==> src/common/dcc_pkg.sv <==
/*
 * Constants for the dual comparator control block: special function
 * register addresses, field positions, reset values and masks.
 * Assumes an 8-bit special function register bus with byte addresses.
 */
package dcc_pkg;

    localparam int unsigned DCC_NUM_CH      = 2;
    localparam int unsigned DCC_SFR_AW      = 8;
    localparam int unsigned DCC_SFR_DW      = 8;

    // Special function register addresses, page 0x00
    localparam logic [7:0] DCC_PAGE_MAIN    = 8'h00;
    localparam logic [7:0] DCC_ADDR_CTRL0   = 8'h9a;
    localparam logic [7:0] DCC_ADDR_MODE0   = 8'h9b;
    localparam logic [7:0] DCC_ADDR_MUX0    = 8'h9c;
    localparam logic [7:0] DCC_ADDR_CTRL1   = 8'h9d;
    localparam logic [7:0] DCC_ADDR_MODE1   = 8'h9e;
    localparam logic [7:0] DCC_ADDR_MUX1    = 8'h9f;

    // Control register fields
    localparam int unsigned DCC_CTRL_EN     = 7;
    localparam int unsigned DCC_CTRL_RES    = 6;
    localparam int unsigned DCC_CTRL_RISE   = 5;
    localparam int unsigned DCC_CTRL_FALL   = 4;
    localparam int unsigned DCC_CTRL_HYP_HI = 3;
    localparam int unsigned DCC_CTRL_HYP_LO = 2;
    localparam int unsigned DCC_CTRL_HYN_HI = 1;
    localparam int unsigned DCC_CTRL_HYN_LO = 0;

    // Mode register fields
    localparam int unsigned DCC_MODE_RIE    = 5;
    localparam int unsigned DCC_MODE_FIE    = 4;
    localparam int unsigned DCC_MODE_MD_HI  = 1;
    localparam int unsigned DCC_MODE_MD_LO  = 0;

    // Input select register fields
    localparam int unsigned DCC_MUX_NEG_HI  = 7;
    localparam int unsigned DCC_MUX_NEG_LO  = 4;
    localparam int unsigned DCC_MUX_POS_HI  = 3;
    localparam int unsigned DCC_MUX_POS_LO  = 0;

    // Reset values and writable masks
    localparam logic [7:0] DCC_CTRL_RESET   = 8'h00;
    localparam logic [7:0] DCC_MODE_RESET   = 8'h02;
    localparam logic [7:0] DCC_MODE_MASK    = 8'h33;
    localparam logic [7:0] DCC_MUX_RESET    = 8'h77;

endpackage : dcc_pkg

==> src/common/dcc_chan_if.sv <==
/*
 * Carrier between the register front end and one comparator channel.
 * Assumes both ends run on the same system clock.
 */
`timescale 1ns/1ps

interface dcc_chan_if;
    logic       wr_ctrl;
    logic       wr_mode;
    logic [7:0] wdata;
    logic       raw_in;
    logic [7:0] ctrl_val;
    logic [7:0] mode_val;
    logic       latched;
    logic       irq;

    modport front (
        output wr_ctrl,
        output wr_mode,
        output wdata,
        output raw_in,
        input  ctrl_val,
        input  mode_val,
        input  latched,
        input  irq
    );

    modport chan (
        input  wr_ctrl,
        input  wr_mode,
        input  wdata,
        input  raw_in,
        output ctrl_val,
        output mode_val,
        output latched,
        output irq
    );
endinterface : dcc_chan_if

==> src/logic/dcc_top.sv <==
/*
 * Dual comparator control: special function register front end for two
 * identical comparator channels, with analog control outputs.
 * Assumes single-cycle SFR write and read strobes on clk_sys, and the
 * analog comparators, multiplexers and crossbar outside this block.
 */
// Notes on behaviour
// - Two identical channels sharing one control design.
// - Each channel gives a clocked latched output and a raw unclocked output.
// - A disabled channel drives its pin-bound outputs low.
// - Falling transition sets the fall flag; rising transition sets the rise flag.
// - Edge flags stay set until software writes zero; rise bit 5, fall bit 4.
// - Control bit 6 is read-only and shows the current comparator result.
// - Control bit 7 enables the channel; resets to disabled.
// - Control bits 3:2 hold the positive hysteresis code for the comparator.
// - Control bits 1:0 hold the negative hysteresis code for the comparator.
// - Mode bits 1:0 choose response mode; reset value is binary 10.
// - Mode bits 5 and 4 enable rise and fall interrupt requests.
// - Mode bits 7:6 and 3:2 read zero and ignore writes.
// - A per-channel register holds separate positive and negative input selects.
// - Second channel control at 0x9d and mode at 0x9e on page 0x00.
`timescale 1ns/1ps

module dcc_top
    import dcc_pkg::*;
#(
    parameter int unsigned NUM_CH = DCC_NUM_CH
) (
    input  wire logic                  clk_sys,
    input  wire logic                  nrst,
    input  wire logic [DCC_SFR_AW-1:0] sfr_addr,
    input  wire logic [7:0]            sfr_page,
    input  wire logic                  sfr_wr,
    input  wire logic                  sfr_rd,
    input  wire logic [DCC_SFR_DW-1:0] sfr_wdata,
    output logic      [DCC_SFR_DW-1:0] sfr_rdata,
    input  wire logic [NUM_CH-1:0]     cmp_raw_in,
    output logic      [NUM_CH-1:0]     raw_out,
    output logic      [NUM_CH-1:0]     latched_out,
    output logic      [NUM_CH-1:0]     cmp_irq,
    output logic      [NUM_CH-1:0]     cmp_enable,
    output logic      [2*NUM_CH-1:0]   pos_hyst_sel,
    output logic      [2*NUM_CH-1:0]   neg_hyst_sel,
    output logic      [2*NUM_CH-1:0]   response_mode_sel,
    output logic      [4*NUM_CH-1:0]   pos_input_sel,
    output logic      [4*NUM_CH-1:0]   neg_input_sel
);

    if (NUM_CH != DCC_NUM_CH) begin : g_bad_num_ch
        $error("dcc_top serves exactly two comparator channels");
    end

    logic [7:0] mux_reg [NUM_CH];
    logic [7:0] rdata_reg;

    function automatic logic page_hit(input logic [7:0] page,
                                      input logic [7:0] addr,
                                      input logic [7:0] target);
        page_hit = (page == DCC_PAGE_MAIN) && (addr == target);
    endfunction : page_hit

    function automatic logic [7:0] ctrl_addr(input int unsigned idx);
        ctrl_addr = (idx == 0) ? DCC_ADDR_CTRL0 : DCC_ADDR_CTRL1;
    endfunction : ctrl_addr

    function automatic logic [7:0] mode_addr(input int unsigned idx);
        mode_addr = (idx == 0) ? DCC_ADDR_MODE0 : DCC_ADDR_MODE1;
    endfunction : mode_addr

    function automatic logic [7:0] mux_addr(input int unsigned idx);
        mux_addr = (idx == 0) ? DCC_ADDR_MUX0 : DCC_ADDR_MUX1;
    endfunction : mux_addr

    dcc_chan_if chif [NUM_CH] ();
    logic [7:0] ctrl_rd [NUM_CH];
    logic [7:0] mode_rd [NUM_CH];

    for (genvar i = 0; i < NUM_CH; i++) begin : g_ch
        // Both channels share one control design
        assign chif[i].wr_ctrl = sfr_wr && page_hit(sfr_page, sfr_addr, ctrl_addr(i));
        assign chif[i].wr_mode = sfr_wr && page_hit(sfr_page, sfr_addr, mode_addr(i));
        assign chif[i].wdata   = sfr_wdata;
        assign chif[i].raw_in  = cmp_raw_in[i];
        assign ctrl_rd[i]      = chif[i].ctrl_val;
        assign mode_rd[i]      = chif[i].mode_val;

        dcc_channel u_chan (
            .clk_sys (clk_sys),
            .nrst    (nrst),
            .ch      (chif[i])
        );

        // Input select register
        always_ff @(posedge clk_sys or negedge nrst) begin
            if (!nrst) begin
                mux_reg[i] <= DCC_MUX_RESET;
            end else if (sfr_wr && page_hit(sfr_page, sfr_addr, mux_addr(i))) begin
                mux_reg[i] <= sfr_wdata;
            end
        end

        // Unclocked path so the raw output works with the clock stopped
        assign raw_out[i] = cmp_raw_in[i] & ctrl_rd[i][DCC_CTRL_EN];

        assign latched_out[i]           = chif[i].latched;
        assign cmp_irq[i]               = chif[i].irq;
        assign cmp_enable[i]            = ctrl_rd[i][DCC_CTRL_EN];
        assign pos_hyst_sel[2*i +: 2]   = ctrl_rd[i][DCC_CTRL_HYP_HI:DCC_CTRL_HYP_LO];
        assign neg_hyst_sel[2*i +: 2]   = ctrl_rd[i][DCC_CTRL_HYN_HI:DCC_CTRL_HYN_LO];
        assign response_mode_sel[2*i +: 2] = mode_rd[i][DCC_MODE_MD_HI:DCC_MODE_MD_LO];
        assign pos_input_sel[4*i +: 4]  = mux_reg[i][DCC_MUX_POS_HI:DCC_MUX_POS_LO];
        assign neg_input_sel[4*i +: 4]  = mux_reg[i][DCC_MUX_NEG_HI:DCC_MUX_NEG_LO];
    end

    // Registered read data; unmapped addresses return zero
    always_ff @(posedge clk_sys or negedge nrst) begin
        if (!nrst) begin
            rdata_reg <= 8'h00;
        end else if (sfr_rd) begin
            rdata_reg <= 8'h00;
            for (int i = 0; i < NUM_CH; i++) begin
                if (page_hit(sfr_page, sfr_addr, ctrl_addr(i))) begin
                    rdata_reg <= ctrl_rd[i];
                end
                if (page_hit(sfr_page, sfr_addr, mode_addr(i))) begin
                    rdata_reg <= mode_rd[i];
                end
                if (page_hit(sfr_page, sfr_addr, mux_addr(i))) begin
                    rdata_reg <= mux_reg[i];
                end
            end
        end
    end

    assign sfr_rdata = rdata_reg;

endmodule : dcc_top

==> src/logic/dcc_channel.sv <==
/*
 * One comparator channel: control and mode registers, synchroniser,
 * edge flags and interrupt request.
 * Assumes the raw comparator result is asynchronous to clk_sys.
 */
`timescale 1ns/1ps

module dcc_channel
    import dcc_pkg::*;
(
    input  wire logic clk_sys,
    input  wire logic nrst,
    dcc_chan_if.chan  ch
);

    logic       en_reg;
    logic       rise_flag_reg;
    logic       fall_flag_reg;
    logic [1:0] pos_hyst_reg;
    logic [1:0] neg_hyst_reg;
    logic       rise_irq_en_reg;
    logic       fall_irq_en_reg;
    logic [1:0] mode_reg;
    logic       sync1_reg;
    logic       sync2_reg;
    logic       latched_reg;
    logic       irq_reg;
    logic       rise_evt;
    logic       fall_evt;
    logic       rise_flag_next;
    logic       fall_flag_next;
    logic       rise_irq_en_next;
    logic       fall_irq_en_next;

    // Two-stage synchroniser; first stage feeds only the second
    always_ff @(posedge clk_sys or negedge nrst) begin
        if (!nrst) begin
            sync1_reg <= 1'b0;
            sync2_reg <= 1'b0;
        end else begin
            sync1_reg <= ch.raw_in;
            sync2_reg <= sync1_reg;
        end
    end

    // Latched output, low while disabled
    always_ff @(posedge clk_sys or negedge nrst) begin
        if (!nrst) begin
            latched_reg <= 1'b0;
        end else begin
            latched_reg <= en_reg & sync2_reg;
        end
    end

    assign rise_evt = en_reg & ~latched_reg & sync2_reg;
    assign fall_evt = en_reg & latched_reg & ~sync2_reg;

    // Hardware set wins over a software write of zero
    assign rise_flag_next = rise_evt | (ch.wr_ctrl ? ch.wdata[DCC_CTRL_RISE] : rise_flag_reg);
    assign fall_flag_next = fall_evt | (ch.wr_ctrl ? ch.wdata[DCC_CTRL_FALL] : fall_flag_reg);

    always_ff @(posedge clk_sys or negedge nrst) begin
        if (!nrst) begin
            rise_flag_reg <= DCC_CTRL_RESET[DCC_CTRL_RISE];
            fall_flag_reg <= DCC_CTRL_RESET[DCC_CTRL_FALL];
        end else begin
            rise_flag_reg <= rise_flag_next;
            fall_flag_reg <= fall_flag_next;
        end
    end

    // Control register writable fields
    always_ff @(posedge clk_sys or negedge nrst) begin
        if (!nrst) begin
            en_reg       <= DCC_CTRL_RESET[DCC_CTRL_EN];
            pos_hyst_reg <= DCC_CTRL_RESET[DCC_CTRL_HYP_HI:DCC_CTRL_HYP_LO];
            neg_hyst_reg <= DCC_CTRL_RESET[DCC_CTRL_HYN_HI:DCC_CTRL_HYN_LO];
        end else if (ch.wr_ctrl) begin
            en_reg       <= ch.wdata[DCC_CTRL_EN];
            pos_hyst_reg <= ch.wdata[DCC_CTRL_HYP_HI:DCC_CTRL_HYP_LO];
            neg_hyst_reg <= ch.wdata[DCC_CTRL_HYN_HI:DCC_CTRL_HYN_LO];
        end
    end

    // Mode register; unused bits are never stored
    always_ff @(posedge clk_sys or negedge nrst) begin
        if (!nrst) begin
            rise_irq_en_reg <= DCC_MODE_RESET[DCC_MODE_RIE];
            fall_irq_en_reg <= DCC_MODE_RESET[DCC_MODE_FIE];
            mode_reg        <= DCC_MODE_RESET[DCC_MODE_MD_HI:DCC_MODE_MD_LO];
        end else if (ch.wr_mode) begin
            rise_irq_en_reg <= ch.wdata[DCC_MODE_RIE];
            fall_irq_en_reg <= ch.wdata[DCC_MODE_FIE];
            mode_reg        <= ch.wdata[DCC_MODE_MD_HI:DCC_MODE_MD_LO];
        end
    end

    assign rise_irq_en_next = ch.wr_mode ? ch.wdata[DCC_MODE_RIE] : rise_irq_en_reg;
    assign fall_irq_en_next = ch.wr_mode ? ch.wdata[DCC_MODE_FIE] : fall_irq_en_reg;

    // Request tracks flags and enables on the edge they change
    always_ff @(posedge clk_sys or negedge nrst) begin
        if (!nrst) begin
            irq_reg <= 1'b0;
        end else begin
            irq_reg <= (rise_flag_next & rise_irq_en_next)
                     | (fall_flag_next & fall_irq_en_next);
        end
    end

    assign ch.ctrl_val = {en_reg, sync2_reg, rise_flag_reg, fall_flag_reg,
                          pos_hyst_reg, neg_hyst_reg};
    assign ch.mode_val = {2'b00, rise_irq_en_reg, fall_irq_en_reg,
                          2'b00, mode_reg} & DCC_MODE_MASK;
    assign ch.latched  = latched_reg;
    assign ch.irq      = irq_reg;

endmodule : dcc_channel

==> config.mk <==
export PLATFORM = sky130hd
export DESIGN_NAME = dcc_top
export DESIGN_NICKNAME = d
export VERILOG_FILES = /design/src/common/dcc_pkg.sv /design/src/common/dcc_chan_if.sv /design/src/logic/dcc_top.sv /design/src/logic/dcc_channel.sv
export SDC_FILE = /design/constraint.sdc
export NUM_CORES = 1
export LEC_CHECK = 0
export BUFFER_PORTS_ARGS = -buffer_cell sky130_fd_sc_hd__buf_2
export CAP_MARGIN = 0
export CORE_ASPECT_RATIO = 0.6
export CORE_MARGIN = 2
export CORE_UTILIZATION = 40
export DETAILED_ROUTE_END_ITERATION = 8
export GPL_ROUTABILITY_DRIVEN = 1
export GPL_TIMING_DRIVEN = 1
export PLACE_DENSITY = 0.76
export REMOVE_ABC_BUFFERS = 1
export SYNTH_ARGS = -nofsm -noshare
export SYNTH_HDL_FRONTEND = slang
export SYNTH_SLANG_ARGS = --single-unit
==> constraint.sdc <==
create_clock -name clk_sys -period 1.75 [get_ports clk_sys]
set_clock_uncertainty 0.05 [all_clocks]
set_input_delay 0.4375 -clock clk_sys [delete_from_list [all_inputs] [get_ports clk_sys]]
set_output_delay 0.4375 -clock clk_sys [all_outputs]
set_load 0.1 [all_outputs]
# Word-level counts from Yosys, hierarchy flattened
# Cells that the tools add are included.
# op_classes
n_eq_ne	6
muxes	14
bitwise	26
reduce_logical	13
# ops
cell	count
$eq 8x8->1 const B	6
$mux 8	6
$and 1x1->1	16
$logic_and 1x1->1	12
$logic_not 8->1	1
$mux 1	8
$or 1x1->1	6
$not 1->1	4
# totals
regBits	54
output_inout_bits	44
word_cells	86

# Depth between registers and ports, before layout
# logic_depth
word_depth	8
depth_mapped	7
mapped_depth_nobuf	5

# Hierarchy
# Synthesis repeated with hierarchy kept, for this count alone.
# unflattened
hier_cells	236
area_unflattened_um2	2820.2
# modules_own_cells
mod	instances	cells_each	area_per_inst_um2
dcc_top	1	148	1576.5
dcc_channel	2	44	621.8

# Worst setup path before layout
# Ideal clock, no wire load.
# synth_path
kind	input to register
startpoint	input sfr_page[5]
endpoint	register g_ch[0].u_chan.irq_reg
arrival_ns	1.827
t_required_ns	1.579
setup_slack_ns	-0.247
stages	5
cell_sequence	nor4_4 nand4_2 nor4b_4 mux2_4 a22o_1
# synth_via
elab_cells_between_ends	14
cone_classes	mux (4); bitwise (5); reduce/logical (5)
# synth_lines
element	line_no	rtl
start, declared	dcc_top.sv:32	input wire logic [7:0] sfr_page,
$logic_not 8->1	dcc_top.sv:59	page_hit = (page == DCC_PAGE_MAIN) && (addr == target);
$logic_and 1x1->1	dcc_top.sv:59	
$logic_and 1x1->1	dcc_top.sv:81	assign chif[i].wr_mode = sfr_wr && page_hit(sfr_page, sfr_addr, mode_addr(i));
$mux 1	dcc_channel.sv:98	assign rise_irq_en_next = ch.wr_mode ? ch.wdata[DCC_MODE_RIE] : rise_irq_en_reg;
via g_ch[0].u_chan.rise_irq_en_next	dcc_channel.sv:32	logic rise_irq_en_next;
$and 1x1->1	dcc_channel.sv:106	irq_reg <= (rise_flag_next & rise_irq_en_next)
$or 1x1->1	dcc_channel.sv:107	| (fall_flag_next & fall_irq_en_next);
end signal, assigned	dcc_channel.sv:106	
end, declared	dcc_channel.sv:27	logic irq_reg;
# The timed path passes the listed nets, and every way through them passes these cells.
# A chain may end at the register's enable or synchronous reset.

# Worst setup path in the final report
# layout_path
startpoint	input sfr_page[6]
endpoint	register g_ch[0].u_chan.irq_reg
# Same word-level chain as after synthesis.

==> results.json <==
{
  "status": "finished, violations left",
  "failed_checks": "setup timing",
  "crit_fanout": 3,
  "p_seq_frac": 0.567,
  "setup_viol": 3,
  "drt-wirelength-per-cell_um": 17.8,
  "antenna_left": 0,
  "syn_inst": 212,
  "placeableCoreArea_um2": 6220,
  "avgSynthCellArea_um2": 12.4,
  "fin_nets": 337,
  "clk_latency_ps": 320,
  "worstPathArrival_ps": 1980,
  "totalWireLength_mm": 6.96,
  "port_buffers": 73,
  "min_period_ps": 1810,
  "rsz0062_at_grt": "yes",
  "power_mw": 2.23,
  "netSwitchingFraction": 0.257,
  "clock.fmax_ghz": 0.552,
  "path_clk_slew_ps": 90,
  "drive_gt1_frac": 0.565,
  "numCtsBuffers": 5,
  "required_ps": 1920,
  "worst-slew-pin-transition_ps": 493,
  "die_w_um": 108,
  "fin_util": 0.589,
  "crit_chain": "buf_6 > nor4_4 > nand4_2 > nor4b_4 > mux2_4 > a22o_1",
  "dp_hpwl_mm": 5.24,
  "diodes": 0,
  "die_area_um2": 7230,
  "hold_ws_ps": 179,
  "maxSlewHeadroom": 0.674,
  "grt_usage": 0.209,
  "gp_congestion": 0.932,
  "fin_cells": 392,
  "ys_types": 40,
  "via_per_inst": 5.32,
  "ys_ff_latch": 54,
  "endpoint_kind": "register",
  "setup_ws_ps": -60.1,
  "row_count": 22,
  "cts_buffer_depth": 2,
  "slowest_stage": "nor4b_4",
  "slowest_delay_ps": 370,
  "placed_cells": 379,
  "grt_first_pass_wirelength_mm": 11.3,
  "ios": 74,
  "multi_input_area_um2": 1190,
  "h-tree-depth": 2,
  "netlist_area_um2": 2620,
  "power_frac_comb": 0.105,
  "crit_type": "input port to register",
  "synth_top_area_frac": 0.382,
  "antenna_found_initial": 0,
  "powerDensity_nw_per_um2": 609,
  "drtPass1Iterations": 5,
  "vias": 2085,
  "cts_root_buffer": "clkbuf_8",
  "cts_num_sinks": 54,
  "worstHoldPathType": "input port to register",
  "start_util": 0.421,
  "grt.overflow.total": 0,
  "finalMaxSlewViolations": 0,
  "grt_max_degree": 40,
  "cts_tree": "done",
  "die_height_um": 66.7,
  "synth_warnings": 0,
  "irDropWorstVdd_uv": 328,
  "start_kind": "input port",
  "drc": 0,
  "min_period_over_period": 1.03,
  "switchingPower_uw": 574,
  "p_leak_nw": 1.81,
  "yosysTopAreaCell": "dfrtp_1",
  "intPower_mw": 1.66,
  "cap_violations": 0,
  "preCtsSetupSlack_ps": -464,
  "fill_cells": 537,
  "report.final.hold_viol_count": 0,
  "grt_pass1_vias": 2149,
  "synth.area.top_cells": "dfrtp_1 (38%), dfstp_2 (14%), mux2_2 (10%)",
  "initialDrtViolationCount": 123,
  "seq_area_um2": 1370,
  "clkPwrFrac": 0.328,
  "synth_seq_area_share": 0.522,
  "syn_to_final_growth_pct": 39.9
}
critical path: cells and delay by family:
| family | cells | cell delay (ps) |
|---|---|---|
| muxes | 1 | 340 |
| AOI/OAI and AO/OA | 1 | 200 |
| buffers and inverters | 1 | 100 |
| and+or+nand+nor | 3 | 890 |
synthesized netlist by cell type:
| cell type | number |
|---|---|
| o32ai_1 | 1 |
| a21o_1 | 3 |
| nand3_1 | 1 |
| o22ai_1 | 3 |
| a41o_1 | 2 |
| nand3_2 | 2 |
| nor4b_4 | 1 |
| dfstp_2 | 14 |
| nand2_8 | 1 |
| and4_1 | 1 |
| nor3b_1 | 1 |
| and4b_1 | 1 |
| a31o_2 | 1 |
| nor4bb_1 | 2 |
| nand2b_1 | 1 |
| a211o_1 | 2 |
| nand2_1 | 12 |
| o32a_1 | 3 |
| a222oi_1 | 1 |
| dfrtp_1 | 40 |
| and3_1 | 5 |
| a22oi_1 | 7 |
| and4bb_2 | 1 |
| o21ai_0 | 4 |
| inv_1 | 5 |
| nand4b_1 | 3 |
| buf_2 | 3 |
| a22o_1 | 2 |
| a21oi_1 | 15 |
| mux2_2 | 24 |
| buf_6 | 2 |
| nand4_2 | 1 |
| mux2_4 | 10 |
| o21a_1 | 3 |
| nor2b_1 | 3 |
| buf_4 | 7 |
| nor2_1 | 17 |
| clkbuf_1 | 3 |
| and2_1 | 2 |
| nor4_4 | 2 |
routing by layer:
metal / wire length [um] / vias up / GRT usage
li1: - / 969 / -
met1: 3170 / 1022 / 0.294
met2: 3080 / 83 / 0.322
met3: 625 / 11 / 0.0450
met4: 85 / 0 / 0.0705
met5: 0 / - / 0
placed cells by master, fill, tap and decap left out, types with 3 or more instances in the layout:
cell,n
a21oi_1,15
o21a_1,3
nand2_1,10
nor2_1,17
a21o_1,3
nand4b_1,3
dfrtp_1,40
buf_2,51
dfstp_2,14
mux2_4,12
buf_6,6
nor2b_1,3
inv_1,5
clkbuf_8,6
mux2_2,22
a22oi_1,7
o32a_1,3
and3_1,3
buf_4,25
buf_12,17
power groups by stage:
stage          combinational (mW)  clock, mW  sequential, mW
2_1_floorplan              0.0390          0            1.34
4_1_cts                     0.231      0.740            1.27
5_1_grt                     0.253      0.804            1.27
3_3_place_gp                0.216          0            1.29
6_report                    0.235      0.732            1.27
3_5_place_dp                0.221          0            1.29
logic make-up (layout without fill, tap and decap cells):
logic type             count (synthesis)  after routing  share of synthesized area
AOI/OAI and AO/OA                     47             47                      0.124
muxes                                 34             34                      0.160
DFF                                   54             54                      0.522
buffers and inverters                 20            116                     0.0458
and+or+nand+nor                       57             57                      0.148
worst paths after layout:
kind / start / endpoint / slack [ps] / depth (start not counted)
worst max-delay path: sfr_page[6] / g_ch[0].u_chan.ch.irq$_DFF_PN0_ / -60 / 6
worst min-delay path: cmp_raw_in[0] / g_ch[0].u_chan.sync1_reg$_DFF_PN0_ / 180 / 1
worst max register to register: g_ch[0].u_chan.mode_reg[1]$_DFFE_PN1N_ / sfr_rdata[1]$_DFFE_PN0P_ / 320 / 4
worst min register to register: g_ch[1].u_chan.sync1_reg$_DFF_PN0_ / g_ch[1].u_chan.sync2_reg$_DFF_PN0_ / 310 / 0
max in group asynchronous: nrst / pos_input_sel[1]$_DFFE_PN1P_ / 550 / 3
min in group asynchronous: nrst / g_ch[0].u_chan.rise_irq_en_reg$_DFF_PN0_ / 510 / 2
repair_timing:
action                                  4_1_cts  5_1_grt
hold buffers                                  1        0
endpoints found under the setup margin        8       19
gates resized for setup                      11       16
buffers inserted                              2        2
pin swaps                                     5        7
hold endpoints to repair                     11        0
metrics by stage:
stage / cell area, um^2 / setup TNS (ps)
floorplan: 2520 / -11070
global placement: 3430 / -11030
detailed placement: 3430 / -13510
CTS: 3590 / -179
global route: 3670 / -426
finish: 3670 / -104
final cells by class:
cell class | instances | share of cell area
Clock buffer | 7 | 0.0235
Clock inverter | 1 | 0.00137
Inverter | 5 | 0.00512
Multi-Input combinational cell | 138 | 0.325
Sequential cell | 54 | 0.373
Tap cell | 84 | 0.0287
Timing Repair Buffer | 103 | 0.243
(Power assumes the default switching activity.)
